## src/rtl/phy_basic_mode_control_defs.vh

```
// Constants for the basic mode control register and its management port.
// Assumes a single 10 MHz reference clock.
`ifndef PHY_CTRL_DEFS_VH
`define PHY_CTRL_DEFS_VH

// ----------------------------------------------------------------------
// Register map
// ----------------------------------------------------------------------
`define CTRL_ADDR 5'h00
`define CTRL_RESET 16'h3100
`define CTRL_SRST_BIT 15
`define CTRL_LOOP_BIT 14
`define CTRL_SPEED_BIT 13
`define CTRL_ANEN_BIT 12
`define CTRL_PWDN_BIT 11
`define CTRL_ISO_BIT 10
`define CTRL_RESTART_BIT 9
`define CTRL_DUPLEX_BIT 8
`define CTRL_COLTEST_BIT 7
`define CTRL_RSVD_W 7

// ----------------------------------------------------------------------
// Management frame
// ----------------------------------------------------------------------
`define MGMT_PHY_ADDR 5'h01
`define MGMT_OP_WRITE 2'h1
`define MGMT_OP_READ 2'h2
`define MGMT_PREAMBLE_BITS 6'h20

// ----------------------------------------------------------------------
// Timing
// ----------------------------------------------------------------------
`define REF_CLK_PERIOD_NS 100
`define MGMT_GAP_NS 500
`define MGMT_GAP_CYCLES ((`MGMT_GAP_NS + `REF_CLK_PERIOD_NS - 1) / `REF_CLK_PERIOD_NS)
`define SRST_CYCLES 5'h10

`endif

```

## src/rtl/mgmt_serial_slave.v

```verilog
// Serial management slave: frames, turnaround, read shift-out, write pulse.
// Assumes the management clock runs at most a quarter of the reference clock.
`timescale 1ns/10ps
`include "phy_basic_mode_control_defs.vh"

module mgmt_serial_slave (
  input wire ref_clk_i, // reference clock
  input wire rst_i, // synchronous reset, active high
  input wire mdc_i, // management clock pin
  input wire mdio_i, // management data pin level
  input wire [15:0] rd_data_i, // read data for reg_addr_o
  output reg mdio_o, // management data out
  output reg mdio_oe_o, // management data drive enable
  output reg [4:0] reg_addr_o, // register address of current frame
  output reg [15:0] wr_data_o, // write data
  output reg wr_stb_o // one-cycle write strobe
);

  localparam S_IDLE = 3'h0;
  localparam S_ST = 3'h1;
  localparam S_OP = 3'h2;
  localparam S_ADDR = 3'h3;
  localparam S_TA = 3'h4;
  localparam S_DATA = 3'h5;
  localparam integer GAP_INT = `MGMT_GAP_CYCLES;
  localparam [3:0] GAP_CYC = GAP_INT[3:0];

  reg mdc_s1_q, mdc_s2_q, mdc_s3_q, mdio_s1_q, mdio_s2_q;
  reg [2:0] state_q;
  reg [4:0] cnt_q;
  reg [5:0] ones_q;
  reg pre_ok_q;
  reg seen_one_q;
  reg [3:0] gap_q;
  reg [1:0] op_q;
  reg [9:0] addr_q;
  reg mine_q;
  reg [15:0] sh_q;
  wire rise;
  wire bit_in;

  assign rise = mdc_s2_q & ~mdc_s3_q & (gap_q == 4'h0);
  assign bit_in = mdio_s2_q;

  // ----------------------------------------------------------------------
  // Pin synchronisers
  // ----------------------------------------------------------------------
  always @(posedge ref_clk_i)
  begin
    mdc_s1_q <= mdc_i;
    mdc_s2_q <= mdc_s1_q;
    mdc_s3_q <= mdc_s2_q;
    mdio_s1_q <= mdio_i;
    mdio_s2_q <= mdio_s1_q;
  end

  // ----------------------------------------------------------------------
  // Frame engine
  // ----------------------------------------------------------------------
  always @(posedge ref_clk_i)
  begin
    if (rst_i)
    begin
      state_q <= S_IDLE;
      cnt_q <= 5'h00;
      ones_q <= 6'h00;
      pre_ok_q <= 1'b0;
      seen_one_q <= 1'b0;
      gap_q <= 4'h0;
      op_q <= 2'h0;
      addr_q <= 10'h000;
      mine_q <= 1'b0;
      sh_q <= 16'h0000;
      mdio_o <= 1'b0;
      mdio_oe_o <= 1'b0;
      reg_addr_o <= 5'h00;
      wr_data_o <= 16'h0000;
      wr_stb_o <= 1'b0;
    end
    else
    begin
      wr_stb_o <= 1'b0;
      if (gap_q != 4'h0)
        gap_q <= gap_q - 4'h1;
      if (rise)
      begin
        case (state_q)
          S_IDLE:
          begin
            if (bit_in)
            begin
              seen_one_q <= 1'b1;
              if (ones_q != `MGMT_PREAMBLE_BITS)
                ones_q <= ones_q + 6'h01;
            end
            else if (ones_q == `MGMT_PREAMBLE_BITS || (pre_ok_q && seen_one_q))
              state_q <= S_ST;
            else
              ones_q <= 6'h00;
          end
          S_ST:
          begin
            cnt_q <= 5'h00;
            if (bit_in)
              state_q <= S_OP;
            else
            begin
              // Bad start: demand full preamble again
              pre_ok_q <= 1'b0;
              ones_q <= 6'h00;
              seen_one_q <= 1'b0;
              state_q <= S_IDLE;
            end
          end
          S_OP:
          begin
            op_q <= {op_q[0], bit_in};
            cnt_q <= cnt_q + 5'h01;
            if (cnt_q == 5'h01)
            begin
              cnt_q <= 5'h00;
              if ({op_q[0], bit_in} == `MGMT_OP_WRITE || {op_q[0], bit_in} == `MGMT_OP_READ)
                state_q <= S_ADDR;
              else
              begin
                pre_ok_q <= 1'b0;
                ones_q <= 6'h00;
                seen_one_q <= 1'b0;
                state_q <= S_IDLE;
              end
            end
          end
          S_ADDR:
          begin
            addr_q <= {addr_q[8:0], bit_in};
            cnt_q <= cnt_q + 5'h01;
            if (cnt_q == 5'h09)
            begin
              cnt_q <= 5'h00;
              mine_q <= (addr_q[8:4] == `MGMT_PHY_ADDR);
              reg_addr_o <= {addr_q[3:0], bit_in};
              state_q <= S_TA;
            end
          end
          S_TA:
          begin
            cnt_q <= cnt_q + 5'h01;
            if (op_q == `MGMT_OP_READ)
            begin
              if (cnt_q == 5'h00)
              begin
                mdio_oe_o <= mine_q;
                mdio_o <= 1'b0;
                sh_q <= rd_data_i;
              end
              else
              begin
                mdio_o <= sh_q[15];
                sh_q <= {sh_q[14:0], 1'b0};
                cnt_q <= 5'h00;
                state_q <= S_DATA;
              end
            end
            // Write turnaround must read 1 then 0
            else if (bit_in == (cnt_q == 5'h01))
            begin
              pre_ok_q <= 1'b0;
              ones_q <= 6'h00;
              seen_one_q <= 1'b0;
              state_q <= S_IDLE;
            end
            else if (cnt_q == 5'h01)
            begin
              cnt_q <= 5'h00;
              state_q <= S_DATA;
            end
          end
          S_DATA:
          begin
            cnt_q <= cnt_q + 5'h01;
            sh_q <= {sh_q[14:0], bit_in};
            if (op_q == `MGMT_OP_READ)
              mdio_o <= sh_q[15];
            if (cnt_q == 5'h0F)
            begin
              mdio_oe_o <= 1'b0;
              wr_data_o <= {sh_q[14:0], bit_in};
              wr_stb_o <= mine_q & (op_q == `MGMT_OP_WRITE);
              pre_ok_q <= 1'b1;
              ones_q <= 6'h00;
              seen_one_q <= 1'b0;
              gap_q <= GAP_CYC;
              cnt_q <= 5'h00;
              state_q <= S_IDLE;
            end
          end
          default:
            state_q <= S_IDLE;
        endcase
      end
    end
  end

endmodule // mgmt_serial_slave

```

## src/rtl/phy_basic_mode_control.v

```verilog
// Basic mode control register of a 10/100 transceiver, with its
// serial management slave and the MAC-side effects of each control bit.
// Assumes MAC-side and negotiation signals are on ref_clk_i; pins are not.
//
// Function
// - Reset bit resets standard registers, self-clears
// - Vendor-specific registers survive the software reset
// - Reset bit reads 1 while reset runs
// - Loopback routes MAC transmit to MAC receive
// - Forced speed from bit 13 when negotiation off
// - Negotiation on ignores speed and duplex bits
// - Power-down stops MAC and line datapath and clock output, not register access
// - Power-down bit ORed with, set by pin
// - Isolate drops MAC interface and reference clock
// - Restart ignored while negotiation disabled
// - Restart reads 1 until negotiation starts
// - Clearing restart does not stop negotiation
// - Forced duplex from bit 8 when negotiation off
// - Collision test: COL follows TX_EN
// - Frames after gap and one idle high bit
`timescale 1ns/10ps
`include "phy_basic_mode_control_defs.vh"

module phy_basic_mode_control (
  input wire ref_clk_i, // 10 MHz reference clock
  input wire rst_i, // synchronous reset, active high
  input wire mdc_i, // management clock pin
  input wire mdio_i, // management data pin level
  output wire mdio_o, // management data out
  output wire mdio_oe_o, // management data drive enable
  input wire irq_powerdown_pin_n_i, // power-down pin, active low
  input wire negotiation_off_strap_i, // strap, high disables negotiation
  input wire master_mode_i, // reference clock master mode
  input wire neg_speed_100_i, // negotiated speed
  input wire neg_full_duplex_i, // negotiated duplex
  input wire neg_started_i, // pulse: negotiation restarted
  input wire mac_tx_en_i, // MAC transmit enable
  input wire [1:0] mac_txd_i, // MAC transmit data
  input wire line_rx_dv_i, // receive valid from line side
  input wire [1:0] line_rxd_i, // receive data from line side
  output reg mac_rx_dv_o, // MAC receive valid
  output reg [1:0] mac_rxd_o, // MAC receive data
  output reg mac_col_o, // collision to MAC
  output reg line_tx_en_o, // transmit enable to line side
  output reg [1:0] line_txd_o, // transmit data to line side
  output reg ref_clk_out_en_o, // enable of 50 MHz reference output
  output reg speed_100_o, // active speed, high for 100 Mbps
  output reg full_duplex_o, // active duplex, high for full
  output reg neg_enable_o, // negotiation enabled
  output reg neg_restart_o, // pulse: restart negotiation
  output reg power_down_o, // power-down in effect
  output reg isolate_o, // isolation in effect
  output reg std_reset_o // standard registers held in reset
);

  reg pin_s1_q, pin_s2_q, strap_s1_q, strap_s2_q;
  reg [1:0] strap_cnt_q;
  reg strap_q;
  reg srst_q;
  reg [4:0] srst_cnt_q;
  reg loop_q, speed_q, anen_q, pwdn_q, iso_q, restart_q, duplex_q, coltest_q;
  reg [15:0] rd_data;
  wire pin_low;
  wire pd_eff;
  wire [4:0] reg_addr;
  wire [15:0] wr_data;
  wire wr_stb;
  wire ctrl_wr;
  // Bit-selectable copy of the reset word
  localparam [15:0] RST_VAL = `CTRL_RESET;

  assign pin_low = ~pin_s2_q;
  assign pd_eff = pwdn_q | pin_low;
  assign ctrl_wr = wr_stb & (reg_addr == `CTRL_ADDR);

  // ----------------------------------------------------------------------
  // Management port
  // ----------------------------------------------------------------------
  // register access stays alive in power-down
  mgmt_serial_slave u_mgmt (
    .ref_clk_i(ref_clk_i),
    .rst_i(rst_i),
    .mdc_i(mdc_i),
    .mdio_i(mdio_i),
    .rd_data_i(rd_data),
    .mdio_o(mdio_o),
    .mdio_oe_o(mdio_oe_o),
    .reg_addr_o(reg_addr),
    .wr_data_o(wr_data),
    .wr_stb_o(wr_stb)
  );

  // Unmapped addresses read zero
  always @*
  begin
    rd_data = 16'h0000;
    if (reg_addr == `CTRL_ADDR)
      rd_data = {srst_q, loop_q, speed_q, anen_q, pd_eff, iso_q, restart_q, duplex_q, coltest_q,
                 {`CTRL_RSVD_W{1'b0}}};
  end

  // ----------------------------------------------------------------------
  // Pin and strap capture
  // ----------------------------------------------------------------------
  always @(posedge ref_clk_i)
  begin
    pin_s1_q <= irq_powerdown_pin_n_i;
    pin_s2_q <= pin_s1_q;
    strap_s1_q <= negotiation_off_strap_i;
    strap_s2_q <= strap_s1_q;
  end

  // Strap taken once the synchroniser has filled after release
  always @(posedge ref_clk_i)
  begin
    if (rst_i)
    begin
      strap_cnt_q <= 2'h0;
      strap_q <= 1'b0;
    end
    else if (strap_cnt_q != 2'h3)
    begin
      strap_cnt_q <= strap_cnt_q + 2'h1;
      if (strap_cnt_q == 2'h2)
        strap_q <= strap_s2_q;
    end
  end

  // ----------------------------------------------------------------------
  // Control register
  // ----------------------------------------------------------------------
  always @(posedge ref_clk_i)
  begin
    if (rst_i)
    begin
      srst_q <= 1'b0;
      srst_cnt_q <= 5'h00;
      loop_q <= RST_VAL[`CTRL_LOOP_BIT];
      speed_q <= RST_VAL[`CTRL_SPEED_BIT];
      anen_q <= RST_VAL[`CTRL_ANEN_BIT];
      pwdn_q <= RST_VAL[`CTRL_PWDN_BIT];
      iso_q <= RST_VAL[`CTRL_ISO_BIT];
      restart_q <= RST_VAL[`CTRL_RESTART_BIT];
      duplex_q <= RST_VAL[`CTRL_DUPLEX_BIT];
      coltest_q <= RST_VAL[`CTRL_COLTEST_BIT];
      neg_restart_o <= 1'b0;
    end
    else
    begin
      neg_restart_o <= 1'b0;
      if (strap_cnt_q == 2'h2)
        anen_q <= ~strap_s2_q;
      if (srst_q)
      begin
        srst_cnt_q <= srst_cnt_q - 5'h01;
        if (srst_cnt_q == 5'h01)
        begin
          srst_q <= 1'b0;
          loop_q <= RST_VAL[`CTRL_LOOP_BIT];
          speed_q <= RST_VAL[`CTRL_SPEED_BIT];
          anen_q <= ~strap_q;
          pwdn_q <= RST_VAL[`CTRL_PWDN_BIT];
          iso_q <= RST_VAL[`CTRL_ISO_BIT];
          restart_q <= RST_VAL[`CTRL_RESTART_BIT];
          duplex_q <= RST_VAL[`CTRL_DUPLEX_BIT];
          coltest_q <= RST_VAL[`CTRL_COLTEST_BIT];
        end
      end
      else if (ctrl_wr && wr_data[`CTRL_SRST_BIT])
      begin
        srst_q <= 1'b1;
        srst_cnt_q <= `SRST_CYCLES;
      end
      else
      begin
        if (neg_started_i)
          restart_q <= 1'b0;
        if (ctrl_wr)
        begin
          loop_q <= wr_data[`CTRL_LOOP_BIT];
          speed_q <= wr_data[`CTRL_SPEED_BIT];
          anen_q <= wr_data[`CTRL_ANEN_BIT];
          pwdn_q <= wr_data[`CTRL_PWDN_BIT];
          iso_q <= wr_data[`CTRL_ISO_BIT];
          duplex_q <= wr_data[`CTRL_DUPLEX_BIT];
          coltest_q <= wr_data[`CTRL_COLTEST_BIT];
          if (wr_data[`CTRL_RESTART_BIT] && wr_data[`CTRL_ANEN_BIT])
          begin
            // set wins over start, clears on start
            restart_q <= 1'b1;
            neg_restart_o <= 1'b1;
          end
          // write of 0 only clears the readback
          else if (!wr_data[`CTRL_RESTART_BIT])
            restart_q <= 1'b0;
        end
      end
      // pin low sets the bit, over any write
      if (pin_low)
        pwdn_q <= 1'b1;
    end
  end

  // ----------------------------------------------------------------------
  // Effects on the datapath
  // ----------------------------------------------------------------------
  always @(posedge ref_clk_i)
  begin
    if (rst_i)
    begin
      mac_rx_dv_o <= 1'b0;
      mac_rxd_o <= 2'h0;
      mac_col_o <= 1'b0;
      line_tx_en_o <= 1'b0;
      line_txd_o <= 2'h0;
      ref_clk_out_en_o <= 1'b0;
      speed_100_o <= 1'b0;
      full_duplex_o <= 1'b0;
      neg_enable_o <= 1'b0;
      power_down_o <= 1'b0;
      isolate_o <= 1'b0;
      std_reset_o <= 1'b0;
    end
    else
    begin
      // only standard registers see this reset
      std_reset_o <= srst_q;
      power_down_o <= pd_eff;
      isolate_o <= iso_q;
      neg_enable_o <= anen_q;
      speed_100_o <= anen_q ? neg_speed_100_i : speed_q;
      full_duplex_o <= anen_q ? neg_full_duplex_i : duplex_q;
      ref_clk_out_en_o <= master_mode_i & ~iso_q & ~pd_eff;
      // Isolated or powered down: MAC side held quiet
      if (iso_q || pd_eff)
      begin
        mac_rx_dv_o <= 1'b0;
        mac_rxd_o <= 2'h0;
        mac_col_o <= 1'b0;
        line_tx_en_o <= 1'b0;
        line_txd_o <= 2'h0;
      end
      else
      begin
        mac_rx_dv_o <= loop_q ? mac_tx_en_i : line_rx_dv_i;
        mac_rxd_o <= loop_q ? mac_txd_i : line_rxd_i;
        line_tx_en_o <= loop_q ? 1'b0 : mac_tx_en_i;
        line_txd_o <= loop_q ? 2'h0 : mac_txd_i;
        // one cycle after TX_EN, well inside limits
        mac_col_o <= coltest_q & mac_tx_en_i;
      end
    end
  end

endmodule // phy_basic_mode_control

```

## config.mk

```make
export PLATFORM = sky130hd
export DESIGN_NAME = phy_basic_mode_control
export DESIGN_NICKNAME = d
export VERILOG_FILES = /design/src/rtl/mgmt_serial_slave.v /design/src/rtl/phy_basic_mode_control.v
export VERILOG_INCLUDE_DIRS = /design/src /design/src/rtl
export SDC_FILE = /design/constraint.sdc
export NUM_CORES = 1
export LEC_CHECK = 0
export BUFFER_PORTS_ARGS = -buffer_cell sky130_fd_sc_hd__buf_2
export CAP_MARGIN = 15
export CORE_UTILIZATION = 58
export CTS_CLUSTER_SIZE = 16
export DETAILED_ROUTE_END_ITERATION = 7
export GPL_ROUTABILITY_DRIVEN = 0
export PLACE_DENSITY = 0.82
export RECOVER_POWER = 25
export SETUP_SLACK_MARGIN = 0.1
export SLEW_MARGIN = 20
export SYNTH_ARGS = -nofsm -noshare
export SYNTH_HDL_FRONTEND = slang
export SYNTH_SLANG_ARGS = --single-unit
```

## constraint.sdc

```tcl
create_clock -name ref_clk_i -period 5.85 [get_ports ref_clk_i]
set_clock_uncertainty 0.05 [all_clocks]
set_input_delay 1.17 -clock ref_clk_i [delete_from_list [all_inputs] [get_ports ref_clk_i]]
set_output_delay 1.17 -clock ref_clk_i [all_outputs]
set_load 0.01 [all_outputs]
```

# Word-level counts from Yosys, hierarchy flattened
# Cells that the tools add are included.
# totals
regBits,113
input_bits,16
wordCells,246
# classes
add_sub_neg,5
muxes,96
bitwise_logic,18
reduce_logical,37
n_eq_ne,41
# op_table
operator,count
6-bit two-way mux,9
1-bit two-way mux,52
16-bit two-way mux,3
5-bit two-way mux,8
16-bit case mux with 2 select lines,1
6-bit case mux with 5 select lines,1
3-bit two-way mux,9
5-bit case mux with 5 select lines,1
"2-bit by 1-bit != test with 1-bit output, second input constant",10
3-bit case mux with 6 select lines,1
4-bit two-way mux,4
8-bit AND reduction,2
"5-bit by 1-bit equality test with 1-bit output, second input constant",3
3-bit AND reduction,5
"2-bit != test, second input constant",6
"5-bit by 4-bit equality test with 1-bit output, second input constant",2
5-bit zero test,2
1-bit inverter,10
10-bit AND reduction,1
2-bit AND reduction,5
5-bit nonzero test,2
"3-bit != test, second input constant",3
9-bit AND reduction,1
4-bit nonzero test,2
other kinds (32),54

# Depth between registers and ports, before layout
# Gate-level depths: netlist of run 1.
# logic_depth
ltp_word,6
depth_mapped,9

# By module
# From an unflattened synthesis of run 1, not the netlist that was laid out.
# unflattened
cells_unflattened,582
area_unflattened_um2,5081.1
# by_module_without_submodules
mod,n_inst,seq_area_each_um2,area_each_um2,cells_each
mgmt_serial_slave,1,1541.5,3562.2,430
phy_basic_mode_control,1,720.7,1519.0,152

# Worst setup path before layout of run 1
# No wires, ideal clock.
# synth_timing
kind,flip-flop to flip-flop
from,register u_mgmt.cnt_q[1]
to,register u_mgmt.pre_ok_q
arrival_ns,2.051
path_buffers,0
setup_slack_ns,3.633
stages_incl_launch_ff,8
period_less_slack_ns,2.217
required_ns,5.684
cell_sequence,dfxtp_1 -> inv_1 -> ha_1 -> nor4b_1 -> or3_1 -> a31o_2 -> or4_1 -> a31o_1
# synth_between
elab_chain_len,4
# synth_lines
element,line_no,text
start: declaration,mgmt_serial_slave.v:30,reg [4:0] cnt_q;
start signal: assignment,mgmt_serial_slave.v:118,cnt_q <= cnt_q + 5'h01;
start signal: assignment,mgmt_serial_slave.v:136,cnt_q <= cnt_q + 5'h01;
start signal: assignment,mgmt_serial_slave.v:147,cnt_q <= cnt_q + 5'h01;
5-bit by 1-bit equality test with 1-bit output,"mgmt_serial_slave.v:119, mgmt_serial_slave.v:165",
1-bit equality test,mgmt_serial_slave.v:165,else if (bit_in == (cnt_q == 5'h01))
2-bit by 1-bit != test with 1-bit output (no line),-,
8-bit AND reduction (no line) (*),-,
end signal: assignment,mgmt_serial_slave.v:126,pre_ok_q <= 1'b0;
end signal: assignment,mgmt_serial_slave.v:167,pre_ok_q <= 1'b0;
end signal: assignment,mgmt_serial_slave.v:189,pre_ok_q <= 1'b1;
end: declaration,mgmt_serial_slave.v:32,reg pre_ok_q;
# Every way passes the cells marked *; elsewhere a longest branch is shown, timed or not.
# A chain may end at the register's enable or synchronous reset.

==> results by group, run 1 <==
Status
  – Outcome: complete, but fails checks
  – Failing checks: capacitance limit, slew limit

Job
  – Max-Cap Viols: 1

Detailed routing
  – DR iter-0 viols: between 200 and 250
  – Antenna viol nets, final: 0
  – Vias per cell: between 5 and 6
  – DRT Pass-1 Iters: 5
  – # DRC: 0
  – Vias: roughly 3800
  – Wire per inst: 14.9 um
  – DRT Wirelength: around 9.5 mm

Power and ir drop
  – Pleak: approximately 0.0019 uW
  – Maximum vdd drop: approximately 0.18 mV
  – Power Dens Cells: around 270 nW/um2

Critical path
  – RR Startpoint: u_mgmt.gap_q[0]
  – Reg2reg setup slack: 3.02 ns
  – Worst-path fanout max: 51
  – R2R cell count: 7
  – Crit path DAT: ~3.8 ns
  – CP Data Required Time: 6.00 ns
  – Worst setup EP type: register
  – Reg2Reg Capture Point: u_mgmt.mine_q
  – CP startpoint kind: primary input
  – CP Class: primary input to register

Timing
  – Endpoints failing hold: 0
  – Slew @ Worst Pin: roughly 2.2 ns
  – Fin Setup TNS: 0 ns
  – Fin crit share: 0.630
  – RSZ-0062 raised after global routing: false
  – Fin crit period: ~3.7 ns
  – Hold Slack: a little under 0.3 ns
  – Rel. slew slack: -0.447
  – Final setup vio count: 0
  – Max-slew violations: 52
  – Fmax: about 270 MHz

Clock tree
  – Clk_lat worst skew: between 0.3 and 0.4 ns
  – Total CTS buffers: 9
  – # resized after CTS: 0
  – CTS tree: yes
  – # Post-CTS Setup Buffers: 0
  – # clock sinks: about 110
  – Clk slew on worst S/H paths: between 0.1 and 0.15 ns
  – Worst-case clock buffer depth: 2
  – Hold_buf cts: 0
  – CTS Root Cell: clkbuf_8
  – CTS H-tree lvls: 3

Synthesis
  – Post-synthesis sequential area ratio: 0.453
  – Yosys reg bits: ~110
  – Mapped Cells: between 500 and 600
  – Post-Syn Area: around 4700 um2
  – Post-synth ARST share: 0
  – Synth cell types: 67
  – Number of synthesized flops with an enable pin: 0
  – Primary FF master, synth: dfxtp_1
  – Syn_nets: between 500 and 600
  – Synth warnings: 0
  – Syn Area/Cell: about 9.2 um2

GRT
  – Initial antenna violation count: 0
  – Total gr overflow: 0
  – All-Layer GR Usage: 0.236
  – Vias in the first global route: about 3500
  – Maximum number of pins on one net before global-route repair: 52
  – First-pass GRT wire length: between 15 and 20 mm

Finish
  – Fill count: around 650
  – Layout cell share with drive strength beyond 1: 0.109
  – Final net count: around 560
  – Diodes inserted: 0
  – Synth-to-layout area growth: 7.55%

Placement
  – Post-DP HPWL: about 6.4 mm
  – PortBufs: 32

Worst hold path
  – Worst hold path depth: 0
  – Hold EP: strap_s2_q
  – HP Class: register to register
  – HP Start: strap_s1_q

Floorplanning
  – IO Count: 33
  – Die Y: around 92 um
  – Core ar.: between 7000 and 8000 um2
  – Die Width: a little over 90 um
  – Starting Density: 0.604
  – # rows: 32
  – Die Area: 8450 um2
==> kinds of logic after synthesis <==
logic type / after synthesis / share of synthesized area
AO/OA/AOI/OAI: 94 / 0.145
AND/OR/NAND/NOR: 215 / 0.249
flip-flops: 106 / 0.453
multiplexers: 30 / 0.0640
adder cells (fa/ha/maj): 13 / 0.0347
XOR/XNOR: 5 / 0.00934
buffers and inverters: 48 / 0.0451
==> worst max path at each step <==
stage,cells past startpoint,endpoint,start
floorplan,7,u_mgmt.pre_ok_q,u_mgmt.cnt_q[1]
global placement,4,u_mgmt.ones_q[5],rst_i
detailed placement,4,u_mgmt.ones_q[2],rst_i
CTS,7,u_mgmt.mine_q,u_mgmt.gap_q[0]
global route,4,u_mgmt.ones_q[4],rst_i
finish,4,u_mgmt.ones_q[2],rst_i
==> layer usage <==
metal | track usage | share of wire | vias to the layer above
met4 | 0.0951 | 0.013 | 0
met3 | 0.0498 | 0.043 | 13
met1 | 0.296 | 0.46 | 1802
li1 | - | - | 1854
met5 | 0 | 0 | -
met2 | 0.396 | 0.48 | 92
==> critical path: stages <==
cell	delay (ns)
clkbuf_1	1.52
inv_1	0.69
o311ai_0	0.31
o41ai_1	0.12
==> layout by cell type, fill, tap and decap left out, types with 13 or more instances in the layout <==
cell and instances:
dfxtp_1 106, nor2_1 57, nand2_1 44, a21oi_1 35
mux2i_1 30, buf_2 25, nand3_1 24, inv_1 20
nor3_1 16, nor2b_1 15, ha_1 13
==> where the power goes <==
part	switching [uW]	internal, uW
Clock	282	173
Sequential	19.0	746
Combinational	85.4	55.4
==> sequential cells by signal, summed over array words and instances, names as in the netlist, 2 cells and up <==
signal and cells:
u_mgmt.sh_q 16, u_mgmt.addr_q 9, u_mgmt.wr_data_o 9, u_mgmt.ones_q 6, srst_cnt_q 5, u_mgmt.cnt_q 5
u_mgmt.reg_addr_o 5, u_mgmt.gap_q 4, u_mgmt.state_q 3, line_txd_o 2, mac_rxd_o 2, strap_cnt_q 2
u_mgmt.op_q 2
==> cell usage after synthesis, drive strengths merged (5+ instances only) <==
library cell / number / area share
o21ai: 8 / 0.0085
nor2: 58 / 0.048
nand2: 44 / 0.035
a221oi: 9 / 0.017
a31oi: 5 / 0.0067
ha: 13 / 0.035
nor2b: 15 / 0.020
nor4b: 6 / 0.013
buf: 8 / 0.013
or4: 5 / 0.0080
nor3: 16 / 0.017
o31ai: 5 / 0.011
nand2b: 7 / 0.0093
inv: 20 / 0.016
dfxtp: 106 / 0.45
nor3b: 7 / 0.013
nand3: 25 / 0.029
mux2i: 30 / 0.064
clkbuf: 20 / 0.016
a21oi: 35 / 0.037
and2: 5 / 0.0067
==> layout make-up <==
cell class                      instances  area, um2  share of cell area
Tap cell                              102        128              0.0253
Timing Repair Buffer                   33        159              0.0315
Clock inverter                          7       80.1              0.0159
Multi-Input combinational cell        357       2360               0.467
Inverter                               20       75.1              0.0149
Clock buffer                            9        124              0.0246
Sequential cell                       106       2120               0.421
==> through the flow <==
stage	area, um2	utilization	power [uW]	cells	setup WS (ns)
after global placement	4850	0.624	909	618	3.07
after detailed placement	4850	0.624	922	618	3.02
after CTS	5050	0.650	1370	634	2.99
final	5040	0.649	1360	634	2.17
after global routing	5040	0.649	1420	634	1.83
after floorplan	4690	-	898	511	3.63
Power figures use the tool's default switching activity.
==> run 2: changes to the inputs <==
CORE_UTILIZATION = 54   (was 58)
PLACE_DENSITY = 0.8   (was 0.82)
clock period = 3 ns   (was 5.85 ns; I/O delays follow)
==> results by group, run 2 (same netlist as run 1, synthesis figures left out) <==
Finish
  – Commonest non-fill, non-tap cell in the layout: dfxtp_1
  – Final net count: 563 (+1.3%)
  – Most frequent cells in the layout: 106 x dfxtp_1, 57 x nor2_1, 44 x nand2_1, 35 x a21oi_1, 30 x mux2i_1
  – Diodes inserted: 0 (unchanged)
  – Post-route cell area: 5080 um2 (+0.79%)
  – Final Non-Filler Cells: 644 (+1.6%)
  – Layout cell share with drive strength beyond 1: 0.126 (+0.0171)
  – Synth-to-layout area growth: 8.40%
  – Biggest regs: u_mgmt.sh_q (16), u_mgmt.addr_q (9), u_mgmt.wr_data_o (9)
  – Reg with most FFs: u_mgmt.sh_q
  – Max FFs per register: 16 (unchanged)
  – Fill count: 706 (+9.3%)
  – Core Util, Final: 0.613 (-0.0368)

Placement
  – Placed Cells: 628 (+1.6%)
  – Placement-stage cell area: 4920 um2 (+1.4%)
  – Post-DP HPWL: 6.36 mm (+0.11%)
  – PortBufs: 32 (unchanged)

Detailed routing
  – Wire per inst: 14.5 um (-2.6%)
  – Vias: 3745 (-0.43%)
  – DRT Pass-1 Iters: 5 (unchanged)
  – Antenna viol nets, final: 0 (unchanged)
  – DRT Wirelength: 9.35 mm (-1.0%)
  – # DRC: 0 (unchanged)
  – DR iter-0 viols: 260 (+6.6%)
  – Vias per cell: 5.82 (-2.0%)

GRT
  – Vias in the first global route: 3403 (-4.0%)
  – All-Layer GR Usage: 0.218 (-0.0178)
  – First-pass GRT wire length: 15.3 mm (-4.1%)
  – Total gr overflow: 0 (unchanged)
  – Initial antenna violation count: 0 (unchanged)
  – Maximum number of pins on one net before global-route repair: 70 (+35%)

Timing
  – Final setup vio count: 0 (unchanged)
  – Hold Slack: 0.271 ns (-0.0171 ns)
  – Rel. slew slack: 0.107 (+0.554)
  – Endpoints failing hold: 0 (unchanged)
  – Fin crit share: 0.880
  – RSZ-0062 raised after global routing: false
  – Max-slew violations: 0 (-100%)
  – Slew @ Worst Pin: 1.34 ns (-0.831 ns)
  – Fin crit period: 2.64 ns
  – Fin Setup TNS: 0 ns (unchanged)
  – Fmax: between 300 and 400 MHz

Critical path
  – Worst-path fanout max: 16 (-69%)
  – CP Data Required Time: 3.15 ns (-2.85 ns)
  – Crit path DAT: 2.79 ns (-1.04 ns)
  – CP startpoint kind: register
  – Worst setup EP type: register
  – CP Class: register to register

Clock tree
  – CTS tree: yes
  – Clk_lat worst skew: 0.37 ns (about the same)
  – # clock sinks: 106 (unchanged)
  – CTS Root Cell: clkbuf_8
  – Clk slew on worst S/H paths: 0.10 ns (about the same)
  – Hold_buf cts: 0 (unchanged)
  – # resized after CTS: 0 (unchanged)
  – CTS H-tree lvls: 3 (unchanged)
  – Total CTS buffers: 9 (unchanged)
  – # Post-CTS Setup Buffers: 0 (unchanged)
  – Worst-case clock buffer depth: 2 (unchanged)

Power and ir drop
  – Power Dens Cells: 508 nW/um2 (+88%)
  – Maximum vdd drop: 0.246 mV (+40%)
  – Pleak: 0.00192 uW (+2.0%)

Job
  – Max-Cap Viols: 0 (-1)

Floorplanning
  – Die Area: 9060 um2 (+7.2%)
  – Core ar.: 8300 um2 (+6.8%)
  – # rows: 33 (+3.1%)
  – Die Width: 95.2 um (+3.6%)
  – IO Count: 33 (unchanged)
  – Die Y: 95.2 um (+3.6%)
  – Starting Density: 0.565 (-0.0387)

Worst hold path
  – HP Class: primary input to register

Status
  – Outcome: finished clean
run 2: worst paths after layout:
kind                            from  slack (ns)               to  cells past startpoint
max reg2reg          u_mgmt.gap_q[0]        0.36   u_mgmt.sh_q[8]                      7
max                  u_mgmt.gap_q[0]        0.36   u_mgmt.sh_q[8]                      7
min reg2reg          u_mgmt.mdc_s1_q        0.29  u_mgmt.mdc_s2_q                      0
min          negotiation_off_strap_i        0.27       strap_s1_q                      1
run 2: through the flow:
stage / power (uW) / worst slack, ns
after floorplan: 1750 / 0.783
after global placement: 1780 / 0.602
after detailed placement: 1790 / 0.485
after CTS: 2620 / 0.460
after global routing: 2710 / 0.150
final: 2580 / 0.360
run 2: power breakdown:
group | internal (uW) | total [uW] | switching (uW) | leakage (uW)
Sequential | 1450 | 1490 | 36.0 | 0.000861
Combinational | 105 | 267 | 161 | 0.000965
Clock | 333 | 826 | 493 | 0.0000908
run 2: final cells by class:
type | count | area [um2] | area share
Sequential cell | 106 | 2120 | 0.417
Timing Repair Buffer | 40 | 213 | 0.0418
Clock buffer | 10 | 138 | 0.0271
Tap cell | 105 | 131 | 0.0258
Clock inverter | 6 | 48.8 | 0.00960
Inverter | 20 | 75.1 | 0.0148
Multi-Input combinational cell | 357 | 2360 | 0.463
run 2: worst max-delay path, cell delays in order, from the launching register on:
cell and delay [ns]:
dfxtp_1 0.34, inv_1 0.06, ha_1 0.19, or3b_1 0.57, nor2_4 0.28, nand3_1 0.45
a221oi_1 0.43, nor3_1 0.09
run 2: per-layer routing:
layer  vias up  wire [um]  GRT usage
met4         0         95     0.0884
met5         -          0          0
met2        78       4560      0.365
li1       1865          -          -
met3        12        340     0.0455
met1      1790       4350      0.272
